==> config.mk <==
export PLATFORM = sky130hd
export DESIGN_NAME = uarx_core
export DESIGN_NICKNAME = d
export VERILOG_FILES = /design/src/uarx_pkg.sv /design/src/uarx_sync.sv /design/src/uarx_fifo.sv /design/src/uarx_core.sv
export VERILOG_INCLUDE_DIRS = /design/src
export SDC_FILE = /design/constraint.sdc
export NUM_CORES = 1
export LEC_CHECK = 0
export ABC_AREA = 1
export BUFFER_PORTS_ARGS = -buffer_cell sky130_fd_sc_hd__buf_2
export CAP_MARGIN = 30
export CORE_ASPECT_RATIO = 0.8
export CORE_MARGIN = 2
export CORE_UTILIZATION = 50
export CTS_BUF_LIST = sky130_fd_sc_hd__clkbuf_4 sky130_fd_sc_hd__clkbuf_8
export CTS_CLUSTER_DIAMETER = 150
export DETAILED_ROUTE_END_ITERATION = 10
export GPL_ROUTABILITY_DRIVEN = 0
export GPL_TIMING_DRIVEN = 0
export PLACE_DENSITY = 0.65
export SETUP_SLACK_MARGIN = 0.15
export SLEW_MARGIN = 25
export SYNTH_ARGS = -nofsm -noshare
export SYNTH_HDL_FRONTEND = slang
export SYNTH_HIERARCHICAL = 1
export SYNTH_SLANG_ARGS = --single-unit
==> constraint.sdc <==
create_clock -name clock_i -period 3.25 [get_ports clock_i]
set_clock_uncertainty 0.15 [all_clocks]
set_input_delay 0.1625 -clock clock_i [delete_from_list [all_inputs] [get_ports clock_i]]
set_output_delay 0.1625 -clock clock_i [all_outputs]
set_load 0.02 [all_outputs]
==> src/uarx_defines.svh <==
// Constants for the receive status and interrupt block
`ifndef UARX_DEFINES_SVH
`define UARX_DEFINES_SVH
`define UARX_OVERSAMPLE 5'h10
`define UARX_MID_A 4'h6
`define UARX_MID_B 4'h7
`define UARX_MID_C 4'h8
`define UARX_LAST_TICK 4'hF
`define UARX_ADDR_STATUS 2'h0
`define UARX_ADDR_DATA 2'h1
`define UARX_ADDR_CTRL 2'h2
`define UARX_ADDR_BAUD 2'h3
`define UARX_CTRL_RESET 10'h000
`define UARX_BAUD_RESET 8'h00
`define UARX_ST_AVAIL 0
`define UARX_ST_OVR 1
`define UARX_ST_NOISE 2
`define UARX_ST_FRAME 3
`define UARX_ST_PAR 4
`define UARX_ST_IDLE 5
`define UARX_ST_TXIF 6
`define UARX_ST_TIDLE 7
`define UARX_CT_NINE 0
`define UARX_CT_PAREN 1
`define UARX_CT_PARODD 2
`define UARX_CT_TWOSTOP 3
`define UARX_CT_RXIE 4
`define UARX_CT_ADET 5
`define UARX_CT_TEIE 6
`define UARX_CT_TIIE 7
`define UARX_CT_WAKE 8
`define UARX_CT_RXEN 9
`endif

==> src/uarx_pkg.sv <==
// Types shared by the receive status and interrupt block
package uarx_pkg;
    typedef enum logic [2:0] {
        UARX_IDLE,
        UARX_START,
        UARX_DATA,
        UARX_PARITY,
        UARX_STOP,
        UARX_STOP2,
        UARX_WAIT_HIGH
    } uarx_state_e;

    // One received word with its own error bits
    typedef struct packed {
        logic [8:0] data;
        logic fr_err;
        logic pa_err;
    } uarx_word_s;

    // Register port signals
    typedef struct packed {
        logic [1:0] addr;
        logic [9:0] wdata;
        logic wr;
        logic rd;
    } uarx_bus_s;
endpackage

==> src/uarx_sync.sv <==
// Two-stage synchroniser with three-sample majority filter
`timescale 1ns/1ps
`include "uarx_defines.svh"
module uarx_sync (
    // Clock and control
    input wire logic clock_i,
    input wire logic srst_i,
    input wire logic ce_i,
    input wire logic sample_i,
    // Line
    input wire logic pin_i,
    output logic level_o,
    output logic sync_o,
    output logic vote_o
);
    typedef struct packed {
        logic s1;
        logic s2;
        logic [2:0] win;
    } uarx_sync_s;

    uarx_sync_s st_ff;
    uarx_sync_s nxt_st;

    // Only s2 is looked at downstream; s1 feeds nothing else
    always_comb begin
        nxt_st = st_ff;
        nxt_st.s1 = pin_i;
        nxt_st.s2 = st_ff.s1;
        if (sample_i) begin
            nxt_st.win = {st_ff.win[1:0], st_ff.s2};
        end
    end

    always_ff @(posedge clock_i) begin
        if (srst_i) begin
            st_ff <= '1;
        end else if (ce_i) begin
            st_ff <= nxt_st;
        end
    end

    assign sync_o = st_ff.s2;
    assign level_o = (st_ff.win[0] & st_ff.win[1]) | (st_ff.win[0] & st_ff.win[2]) | (st_ff.win[1] & st_ff.win[2]);
    // Samples that disagree mean noise on the line
    assign vote_o = ~((st_ff.win == 3'b000) | (st_ff.win == 3'b111));
endmodule

==> src/uarx_fifo.sv <==
// Two-deep receive word buffer
`timescale 1ns/1ps
module uarx_fifo #(
    parameter int DEPTH = 2
) (
    // Clock and control
    input wire logic clock_i,
    input wire logic srst_i,
    input wire logic ce_i,
    // Fill side
    input wire logic push_i,
    input wire uarx_pkg::uarx_word_s word_i,
    output logic full_o,
    // Drain side
    input wire logic pop_i,
    output uarx_pkg::uarx_word_s head_o,
    output logic empty_o
);
    typedef struct packed {
        uarx_pkg::uarx_word_s [DEPTH-1:0] mem;
        logic [1:0] cnt;
    } uarx_fifo_s;

    uarx_fifo_s st_ff;
    uarx_fifo_s nxt_st;
    logic do_pop;
    logic do_push;

    // Head is always slot 0; a pop shifts the rest down
    always_comb begin
        nxt_st = st_ff;
        do_pop = pop_i && (st_ff.cnt != 2'h0);
        do_push = push_i && ((st_ff.cnt != 2'(DEPTH)) || do_pop);
        if (do_pop) begin
            for (int i = 0; i < DEPTH - 1; i++) begin
                nxt_st.mem[i] = st_ff.mem[i + 1];
            end
        end
        if (do_push) begin
            nxt_st.mem[st_ff.cnt - 2'(do_pop)] = word_i;
        end
        nxt_st.cnt = st_ff.cnt + 2'(do_push) - 2'(do_pop);
    end

    always_ff @(posedge clock_i) begin
        if (srst_i) begin
            st_ff <= '0;
        end else if (ce_i) begin
            st_ff <= nxt_st;
        end
    end

    assign full_o = (st_ff.cnt == 2'(DEPTH));
    assign empty_o = (st_ff.cnt == 2'h0);
    assign head_o = st_ff.mem[0];
endmodule

==> src/uarx_core.sv <==
// Serial receiver with status flags, two-word buffer and port interrupt
`timescale 1ns/1ps
`include "uarx_defines.svh"
module uarx_core (
    // Clock, reset, enable
    input wire logic clock_i,
    input wire logic srst_i,
    input wire logic ce_i,
    // Port clock running; low means clock stopped
    input wire logic port_clock_run_i,
    // Register port
    input wire logic [1:0] addr_i,
    input wire logic [9:0] wdata_i,
    input wire logic wr_i,
    input wire logic rd_i,
    output logic [9:0] rdata_o,
    // Transmitter state from outside
    input wire logic tx_empty_i,
    input wire logic tx_idle_i,
    // Line and interrupt
    input wire logic rx_pin_i,
    output logic irq_n_o,
    output logic receive_idle_flag_o
);
    localparam int DEPTH = 2;

    typedef struct packed {
        uarx_pkg::uarx_state_e state;
        logic [3:0] tick;
        logic [7:0] baud_cnt;
        logic [3:0] bitn;
        logic [8:0] receive_shift_register;
        logic noise;
        logic fr_err_acc;
        logic pa_err_acc;
        logic receive_available_flag;
        logic overrun_flag;
        logic noise_flag;
        logic receive_idle_flag;
        logic status_seen;
        logic [9:0] port_control_two;
        logic [7:0] baud;
        logic [9:0] rdata;
        logic irq_n;
        logic src_d;
        logic line_d;
    } uarx_core_s;

    uarx_core_s st_ff;
    uarx_core_s nxt_st;
    uarx_pkg::uarx_bus_s bus;
    uarx_pkg::uarx_word_s push_word;
    uarx_pkg::uarx_word_s head;
    logic sample_en;
    logic level;
    logic line;
    logic vote_bad;
    logic push;
    logic pop;
    logic full;
    logic empty;
    logic stop_done;
    logic tick_mid;
    logic word_top;
    logic rx_src;
    logic tx_src;
    logic wake;
    logic source;

    assign bus = '{addr: addr_i, wdata: wdata_i, wr: wr_i, rd: rd_i};
    assign sample_en = (st_ff.baud_cnt == 8'h00);

    // Filter the line: sync then majority over three ticks
    uarx_sync u_sync (
        .clock_i(clock_i),
        .srst_i(srst_i),
        .ce_i(ce_i),
        .sample_i(sample_en),
        .pin_i(rx_pin_i),
        .level_o(level),
        .sync_o(line),
        .vote_o(vote_bad)
    );

    uarx_fifo #(
        .DEPTH(DEPTH)
    ) u_fifo (
        .clock_i(clock_i),
        .srst_i(srst_i),
        .ce_i(ce_i),
        .push_i(push),
        .word_i(push_word),
        .full_o(full),
        .pop_i(pop),
        .head_o(head),
        .empty_o(empty)
    );

    // Pop on a data read that follows a status access
    assign pop = bus.rd && (bus.addr == `UARX_ADDR_DATA) && st_ff.status_seen && !empty;
    // Word completes on the last stop sample; full buffer and no pop loses it
    assign push = stop_done && (!full || pop);
    assign tick_mid = sample_en && (st_ff.tick == `UARX_MID_C);
    assign word_top = st_ff.port_control_two[`UARX_CT_NINE] ? push_word.data[8] : push_word.data[7];

    // Assemble the word handed to the buffer
    always_comb begin
        push_word.data = st_ff.receive_shift_register;
        if (!st_ff.port_control_two[`UARX_CT_NINE]) begin
            push_word.data = {1'b0, st_ff.receive_shift_register[8:1]};
        end
        push_word.fr_err = st_ff.fr_err_acc | (tick_mid & ~level);
        // Running xor is only a parity verdict while parity is on
        push_word.pa_err = st_ff.pa_err_acc & st_ff.port_control_two[`UARX_CT_PAREN];
        if (push_word.fr_err && (push_word.data == 9'h000)) begin
            push_word.data = 9'h000;
        end
    end

    // Stop sampled in last stop slot ends the frame
    always_comb begin
        stop_done = 1'b0;
        if (tick_mid) begin
            if (st_ff.state == uarx_pkg::UARX_STOP2) begin
                stop_done = 1'b1;
            end else if (st_ff.state == uarx_pkg::UARX_STOP && !st_ff.port_control_two[`UARX_CT_TWOSTOP]) begin
                stop_done = 1'b1;
            end
        end
    end

    // Interrupt sources; receive pair shares one enable
    always_comb begin
        rx_src = 1'b0;
        if (push && st_ff.port_control_two[`UARX_CT_RXIE]) begin
            if (!st_ff.port_control_two[`UARX_CT_ADET] || word_top) begin
                rx_src = 1'b1;
            end
        end
        if (stop_done && full && !pop && st_ff.port_control_two[`UARX_CT_RXIE]) begin
            rx_src = 1'b1;
        end
        tx_src = (tx_empty_i & st_ff.port_control_two[`UARX_CT_TEIE])
            | (tx_idle_i & st_ff.port_control_two[`UARX_CT_TIIE]);
        wake = !port_clock_run_i && st_ff.line_d && !line
            && st_ff.port_control_two[`UARX_CT_WAKE] && st_ff.port_control_two[`UARX_CT_RXIE];
        source = rx_src | wake | tx_src;
    end

    // Receiver sequencing, flags and register port
    always_comb begin
        nxt_st = st_ff;
        nxt_st.line_d = line;
        nxt_st.src_d = source;
        // Low pulse on each new request, one cycle wide
        nxt_st.irq_n = !(source && !st_ff.src_d);
        nxt_st.rdata = 10'h000;
        nxt_st.baud_cnt = sample_en ? st_ff.baud : st_ff.baud_cnt - 8'h01;

        // Receiver is paused while its port clock is off
        if (sample_en && port_clock_run_i && st_ff.port_control_two[`UARX_CT_RXEN]) begin
            nxt_st.tick = st_ff.tick + 4'h1;
            if ((st_ff.tick == `UARX_MID_A) || (st_ff.tick == `UARX_MID_B) || (st_ff.tick == `UARX_MID_C)) begin
                nxt_st.noise = st_ff.noise | vote_bad;
            end
            case (st_ff.state)
                uarx_pkg::UARX_IDLE: begin
                    nxt_st.tick = 4'h0;
                    if (!line) begin
                        nxt_st.state = uarx_pkg::UARX_START;
                        nxt_st.receive_idle_flag = 1'b0;
                        nxt_st.noise = 1'b0;
                        nxt_st.fr_err_acc = 1'b0;
                        nxt_st.pa_err_acc = 1'b0;
                        nxt_st.bitn = 4'h0;
                        nxt_st.receive_shift_register = 9'h000;
                    end
                end
                uarx_pkg::UARX_START: begin
                    if (tick_mid && level) begin
                        nxt_st.state = uarx_pkg::UARX_IDLE;
                        nxt_st.receive_idle_flag = 1'b1;
                    end else if (st_ff.tick == `UARX_LAST_TICK) begin
                        nxt_st.state = uarx_pkg::UARX_DATA;
                    end
                end
                uarx_pkg::UARX_DATA: begin
                    if (tick_mid) begin
                        // LSB first; the top bit lands in bit 8
                        nxt_st.receive_shift_register = {level, st_ff.receive_shift_register[8:1]};
                        nxt_st.pa_err_acc = st_ff.pa_err_acc ^ level;
                    end
                    if (st_ff.tick == `UARX_LAST_TICK) begin
                        nxt_st.bitn = st_ff.bitn + 4'h1;
                        if (st_ff.bitn == (st_ff.port_control_two[`UARX_CT_NINE] ? 4'h8 : 4'h7)) begin
                            nxt_st.state = st_ff.port_control_two[`UARX_CT_PAREN] ? uarx_pkg::UARX_PARITY
                                                                               : uarx_pkg::UARX_STOP;
                        end
                    end
                end
                uarx_pkg::UARX_PARITY: begin
                    if (tick_mid) begin
                        // Even parity: data xor parity is zero
                        nxt_st.pa_err_acc = st_ff.pa_err_acc ^ level ^ st_ff.port_control_two[`UARX_CT_PARODD];
                    end
                    if (st_ff.tick == `UARX_LAST_TICK) begin
                        nxt_st.state = uarx_pkg::UARX_STOP;
                    end
                end
                uarx_pkg::UARX_STOP: begin
                    if (tick_mid) begin
                        nxt_st.fr_err_acc = st_ff.fr_err_acc | ~level;
                        nxt_st.receive_idle_flag = 1'b1;
                    end
                    if (stop_done) begin
                        // A low stop may be a break: never take it as a start
                        nxt_st.state = level ? uarx_pkg::UARX_IDLE : uarx_pkg::UARX_WAIT_HIGH;
                    end else if (st_ff.tick == `UARX_LAST_TICK) begin
                        nxt_st.state = uarx_pkg::UARX_STOP2;
                    end
                end
                uarx_pkg::UARX_STOP2: begin
                    if (stop_done) begin
                        nxt_st.state = level ? uarx_pkg::UARX_IDLE : uarx_pkg::UARX_WAIT_HIGH;
                    end
                end
                uarx_pkg::UARX_WAIT_HIGH: begin
                    nxt_st.tick = 4'h0;
                    if (line) begin
                        nxt_st.state = uarx_pkg::UARX_IDLE;
                    end
                end
                default: begin
                    nxt_st.state = uarx_pkg::UARX_IDLE;
                end
            endcase
        end

        // Status access arms the clearing data read
        if ((bus.rd || bus.wr) && (bus.addr == `UARX_ADDR_STATUS)) begin
            nxt_st.status_seen = 1'b1;
        end else if (bus.rd && (bus.addr == `UARX_ADDR_DATA)) begin
            nxt_st.status_seen = 1'b0;
        end

        // Ordered pair clears flags; a same-cycle set wins
        if (pop) begin
            nxt_st.overrun_flag = 1'b0;
            nxt_st.noise_flag = 1'b0;
            nxt_st.receive_available_flag = 1'b0;
        end
        if (pop && DEPTH > 1) begin
            nxt_st.receive_available_flag = 1'b0;
        end
        if (stop_done && full && !pop) begin
            nxt_st.overrun_flag = 1'b1;
        end
        if (push) begin
            nxt_st.receive_available_flag = 1'b1;
            nxt_st.noise_flag = st_ff.noise | vote_bad;
        end
        if (pop && !push && (empty || full) == 1'b0) begin
            nxt_st.receive_available_flag = 1'b0;
        end
        if (pop && !push && full) begin
            // Second word still waits behind the one read
            nxt_st.receive_available_flag = 1'b1;
        end

        // Control writes; status flags are never writable
        if (bus.wr) begin
            if (bus.addr == `UARX_ADDR_CTRL) begin
                nxt_st.port_control_two = bus.wdata;
            end else if (bus.addr == `UARX_ADDR_BAUD) begin
                nxt_st.baud = bus.wdata[7:0];
            end
        end

        // Read data one cycle after the strobe
        if (bus.rd) begin
            if (bus.addr == `UARX_ADDR_STATUS) begin
                nxt_st.rdata[`UARX_ST_AVAIL] = st_ff.receive_available_flag;
                nxt_st.rdata[`UARX_ST_OVR] = st_ff.overrun_flag;
                nxt_st.rdata[`UARX_ST_NOISE] = st_ff.noise_flag;
                nxt_st.rdata[`UARX_ST_FRAME] = head.fr_err & ~empty;
                nxt_st.rdata[`UARX_ST_PAR] = head.pa_err & ~empty;
                nxt_st.rdata[`UARX_ST_IDLE] = st_ff.receive_idle_flag;
                nxt_st.rdata[`UARX_ST_TXIF] = tx_empty_i;
                nxt_st.rdata[`UARX_ST_TIDLE] = tx_idle_i;
            end else if (bus.addr == `UARX_ADDR_DATA) begin
                nxt_st.rdata = {1'b0, head.data};
            end else if (bus.addr == `UARX_ADDR_CTRL) begin
                nxt_st.rdata = st_ff.port_control_two;
            end else begin
                nxt_st.rdata = {2'h0, st_ff.baud};
            end
        end
    end

    // Synchronous reset to idle search
    always_ff @(posedge clock_i) begin
        if (srst_i) begin
            st_ff <= '0;
            st_ff.state <= uarx_pkg::UARX_IDLE;
            st_ff.receive_idle_flag <= 1'b1;
            st_ff.irq_n <= 1'b1;
            st_ff.line_d <= 1'b1;
            st_ff.port_control_two <= `UARX_CTRL_RESET;
            st_ff.baud <= `UARX_BAUD_RESET;
        end else if (ce_i) begin
            st_ff <= nxt_st;
        end
    end

    assign rdata_o = st_ff.rdata;
    assign irq_n_o = st_ff.irq_n;
    assign receive_idle_flag_o = st_ff.receive_idle_flag;
endmodule

==> metrics, run 1 <==
outcome complete, no violations; gr ovfl total 0; hold path depth 3; Post-Syn Area approximately 5400 um^2; Critical Path RT 3.36 ns; Layout area overhead 13.5%; Hold WS 0.0227 ns; register area share after synthesis 35.8%; # DRC 0; share of cells above drive strength 1 14.8%; first-pass GRT wire length around 24000 um; WL final around 14000 um; Post-synth top cells nand2_1, nor2_1, dfxtp_1, inv_1, nand3_1; Synth Warn # 6; area post-placement 5700 um^2; Die ar. 11600 um^2; CTS Sinks 96; RSZ-0062 raised after global routing no; I/O pins 33; Crit Path Class flop to flop; Inserted Diodes 0; Final Util 58.8%; PortBufs 32; Mapped Cells about 800; chip width 120 um; max_slew headroom between 50 and 60%; Placed Cells incl. Taps 974; Critical Path Sink Type flop; count of cell types in the netlist 44; GR Util met3 4.19%; Worst Setup Start Kind flop; Rows 33; nets 890; met1 usage 37.4%; DP HPWL between 10000 and 15000 um; CTS Buffer Depth 2; worst-path maximum fanout 10; Final ANT Viol Nets 0; Final Hold Viols 0; max-cap violations 0; worst r2r dst u_fifo/head_o[2]$_SDFFE_PP0P_; GR peak layer met2; Area contributors post-synth dfxtp_1, nand2_1, nor2_1, inv_1, nand3_1; Slew Viols, Final 0; WHS Endpoint u_sync/nxt_st[3]$_SDFFE_PP1P_; DR WL/cell 14.3 um; Clk Latency, worst-skew pair about 0.39 ns; Post-synth ARST share 0%; setup TNS 0 ns; VDD IR-drop max 0.338 mV; Die H 96.7 um; Max H-tree Level 3; routed vias/inst 5.30; period utilization 86.1%; Setup Viol. Count Final 0; HP Class input port to flop; initial antenna violation count 0; Avg Cell Area, Syn 6.69 um^2; Layout Cells excl Fill 1006; Synth Flop Type dfxtp_1; most frequent cell after synthesis nand2_1; worst flop-to-flop path startpoint u_fifo/st_ff[0]$_SDFFE_PP0P_; worst reg2reg setup slack 0.45 ns; Clk pin slew, worst setup/hold paths ~0.10 ns; Iteration-0 DRC Markers 432; minimum clock period 2.80 ns; worst setup slack after layout roughly 0.45 ns; core footprint 10400 um^2; P_leak 2.71 nW; worst slew pin tran 0.736 ns; CTS tree built; PD cells around 450 nW/um^2; Initial Util slightly above 50%; FF+latch count, synth 96; Post-synth EDFFs 0; max frequency 357 MHz; area leader, netlist dfxtp_1; fin area a little over 6000 um^2; routed via count between 5k and 6k; Setup crit start u_fifo/st_ff[0]$_SDFFE_PP0P_; Syn Nets 831; R2R cell count 17; total CTS buffers 9; dpl ws 0.223 ns; Pre-antenna DRT Iters 5; post-synth top area share 35.8%; met2 Use GR 40.2%; vias in the first global route 4948; Worst Path Arrival 2.91 ns; all-layer global routing usage 25.8%; pin count of the biggest net entering global routing 19; total chip power about 2.7 mW; HP Start ce_i; clk root buf clkbuf_8
## how the worst max path moves through the flow
stage,end,slack (ns),cells after the start
after global routing,u_fifo/head_o[2]$_SDFFE_PP0P_,0.17,20
after global placement,u_fifo/st_ff[21]$_SDFFE_PP0P_,0.31,19
after floorplan,u_fifo/st_ff[22]$_SDFFE_PP0P_,0.76,19
after CTS,u_fifo/st_ff[21]$_SDFFE_PP0P_,0.19,19
final,u_fifo/head_o[2]$_SDFFE_PP0P_,0.45,17
after detailed placement,u_fifo/st_ff[21]$_SDFFE_PP0P_,0.22,19
## area by class of cell
cell class              instances  area [um^2]
plain buffers                  52          343
clock buffers                   9          124
clock inverters                 7         83.8
fillers                      1038         4270
inverters                     103          387
multi-input cells             551         2740
flip-flops and latches         96         1920
well taps                     140          175
repair buffers                 48          320
## flip-flops by register name (all words and copies together) (netlist names)
signal               count
u_sync/st_ff             3
u_sync/nxt_st            1
receive_idle_flag_o      1
u_fifo/head_o           11
st_ff                   55
rdata_o                 10
irq_n_o                  1
u_sync/sync_o            1
u_fifo/st_ff            13
## power breakdown
group	internal, mW	switching, mW	leakage (nW)
clock	0.373	0.466	0.108
combinational	0.205	0.374	1.82
sequential	1.24	0.0548	0.779
total	1.82	0.895	2.71
## cells by family after synthesis
logic type | count (synthesis) | share of synthesized area [%]
AO/OA/AOI/OAI | 157 | 16.5
XOR/XNOR | 4 | 0.653
adder cells (fa/ha/maj) | 8 | 1.87
buffers and inverters | 155 | 13.4
AND/OR/NAND/NOR | 382 | 31.8
flip-flops | 96 | 35.8
## metal layers
layer	up-vias	wire length (um)
met1	2454	6900
met3	17	887
li1	2709	-
met2	156	6410
met4	0	173
met5	-	0
## layout by cell type (no fill, tap or decap), types with 3 or more instances in the layout
cell type | Yosys | final
ha_1 | 8 | 8
nor2_4 | 3 | 4
buf_2 | 13 | 42
inv_1 | 93 | 93
a211oi_1 | 4 | 4
o211ai_1 | 16 | 16
nor3_2 | 3 | 3
nand2_1 | 170 | 169
xor2_1 | 3 | 3
dfxtp_1 | 96 | 94
buf_4 | 22 | 22
clkbuf_8 | 0 | 9
o221ai_1 | 5 | 5
a21oi_1 | 54 | 54
nor3_1 | 6 | 6
dlygate4sd3_1 | 0 | 16
buf_6 | 5 | 6
o21ai_1 | 22 | 22
nor2_1 | 100 | 99
a31oi_1 | 5 | 5
nand2_2 | 7 | 8
nor2_2 | 5 | 5
clkbuf_1 | 11 | 11
nand4_1 | 9 | 9
inv_6 | 0 | 3
o21ai_0 | 43 | 43
nand3_1 | 69 | 69
inv_2 | 8 | 8
## what timing repair did
item | CTS | global route
endpoints found under the hold margin | 22 | 0
hold buffers | 16 | 0
setup endpoints to repair | 0 | 24
gates resized for setup | 0 | 10
setup buffers | 0 | 0
## worst max-delay path, cell delays in order, from the launching register on
cell and delay [ns]:
dfxtp_2 0.35, inv_1 0.13, nand2_2 0.11, buf_6 0.15, inv_1 0.07, inv_1 0.06, nand2_1 0.14, nor2_4 0.07
o21ai_1 0.15, clkbuf_4 0.26, inv_1 0.09, ha_1 0.30, inv_1 0.07, nor2_4 0.11, clkbuf_4 0.20, nand3_1 0.10
nand3_1 0.11, a21oi_1 0.07
Note: power is estimated with default switching activity, not from simulation.
==> inputs of run 2 (changes only) <==
Settings changed: CORE_UTILIZATION 50 to 60, PLACE_DENSITY 0.65 to 0.76.
==> metrics, run 2 (synthesis gave the netlist of run 1 again) <==
CTS tree built; Max H-tree Level 3; Clk Latency, worst-skew pair 0.39 ns; commonest non-fill, non-tap cell in the layout nand2_1; Layout Cells excl Fill 977; minimum clock period 2.86 ns; worst setup slack after layout 0.386 ns; WL final 14300 um; Hold WS ~0.021 ns; all-layer global routing usage 30.8%; routed vias/inst 5.51; Slew Viols, Final 0; Critical Path Most Common Cell inv_1; max-cap violations 0; max_slew headroom 51.6%; Setup Viol. Count Final 0; max frequency 349 MHz; Placed Cells incl. Taps 946; fill count about 760; chip width 110 um; # DRC 0; DP HPWL 10700 um; outcome complete, no violations; Worst Setup Start Kind flop; Inserted Diodes 0; PortBufs 32; CTS Sinks 96; area of the multi-input gates around 2700 um^2; HP Class input port to flop; nets a little under 900; RSZ-0062 raised after global routing no; clk root buf clkbuf_8; Critical Path Sink Type flop; Pre-antenna DRT Iters 6; period utilization 88.1%; initial antenna violation count 0; Crit Path Class flop to flop; Critical Path RT 3.36 ns; Iteration-0 DRC Markers 443; Die ar. 9720 um^2; Layout area overhead 12.3%; total CTS buffers 9; routed via count between 5k and 6k; setup TNS 0 ns; Final ANT Viol Nets 0; pin count of the biggest net entering global routing 17; CP cell instances inv_1 -> nand2_1 -> buf_4 -> inv_1 -> inv_1 -> nand2_1 -> nor2_4 -> o21ai_1 -> buf_2 -> inv_1 -> ha_1 -> inv_1 -> nor2_4 -> buf_2 -> nand3_1 -> nand3_1 -> a21oi_1; dpl ws around 0.25 ns; core footprint ~8600 um^2; first-pass GRT wire length 23100 um; CP max-delay cell dfxtp_2; vias in the first global route 4958; DR WL/cell roughly 15 um; post-CTS setup buffer count 0; CTS Buffer Depth 2; total chip power around 2.7 mW; P_leak 2.68 nW; max reg flops 55; worst slew pin tran 0.727 ns; Clk pin slew, worst setup/hold paths 0.09 ns; Critical Path Max Stage Delay about 0.35 ns; commonest non-fill, non-tap cells in the layout nand2_1, nor2_1, dfxtp_1; worst-path maximum fanout 10; Worst Path Arrival 2.97 ns; Register Area 1920 um^2; gr ovfl total 0; PD cells 441 nW/um^2; Top reg by flops st_ff; VDD IR-drop max ~0.48 mV; I/O pins 33; Initial Util 62.4%; share of cells above drive strength 1 14.7%; Die H 88.6 um; Rows 30; Final Hold Viols 0
-- run 2: changes by cell type in the layout (fill, tap and decap cells not counted), sizes merged --
| cell | before | now |
|---|---|---|
| clkinv | 3 | 4 |
| inv | 106 | 102 |
| buf | 71 | 73 |
| clkinvlp | 0 | 3 |
| dlygate4sd3 | 16 | 15 |
| clkbuf | 22 | 20 |
-- run 2: worst paths after layout --
check                                                    from                       endpoint  slack (ns)  depth (start not counted)
worst max register to register   u_fifo/st_ff[0]$_SDFFE_PP0P_  u_fifo/head_o[6]$_SDFFE_PP0P_        0.39                         17
worst min register to register  u_sync/nxt_st[3]$_SDFFE_PP1P_  u_sync/nxt_st[3]$_SDFFE_PP1P_        0.32                          2
worst min-delay path                                     ce_i  u_sync/nxt_st[3]$_SDFFE_PP1P_        0.02                          3
worst max-delay path             u_fifo/st_ff[0]$_SDFFE_PP0P_  u_fifo/head_o[6]$_SDFFE_PP0P_        0.39                         17
-- run 2: power by group --
group          switching [mW]  internal, mW  total, mW  leakage, nW
Clock                   0.441         0.355      0.796       0.0916
Sequential             0.0543          1.24       1.29        0.779
Combinational           0.366         0.203      0.569         1.81
Total                   0.861          1.80       2.66         2.68
-- run 2: repair_timing --
item,CTS,global route
endpoints found under the setup margin,0,23
hold endpoints to repair,22,0
gates resized for setup,0,7
hold buffers,15,0
-- run 2: stage by stage --
stage | util (%) | cell area [um^2]
finish | 70.1 | 6020
global route | 70.1 | 6020
CTS | 69.9 | 6010
detailed placement | 65.9 | 5670
global placement | 65.9 | 5670
floorplan | - | 5370
-- run 2: layout make-up --
type                       instances  share of cell area, %
multi-input combinational        551                   45.4
buffer                            52                   5.55
tap                              112                   2.33
timing repair buffer              47                   5.15
inverter                         103                   6.42
clock buffer                       9                   2.06
clock inverter                     7                   1.18
sequential                        96                   31.9
-- run 2: critical path: cells and delay by family, from the launching register on --
family	cells	cell delay [ns]
adders and majority gates	1	0.32
AOI/OAI and AO/OA	2	0.21
and+or+nand+nor	6	0.65
DFF	1	0.35
buffers and inverters	8	1.06
-- run 2: layer usage --
layer / vias to the layer above / GRT usage (%) / wire length [um]
li1: 2690 / - / -
met1: 2456 / 41.3 / 6530
met2: 208 / 48.7 / 6240
met3: 31 / 7.66 / 1200
met4: 0 / 10.9 / 374
met5: - / 0 / 0
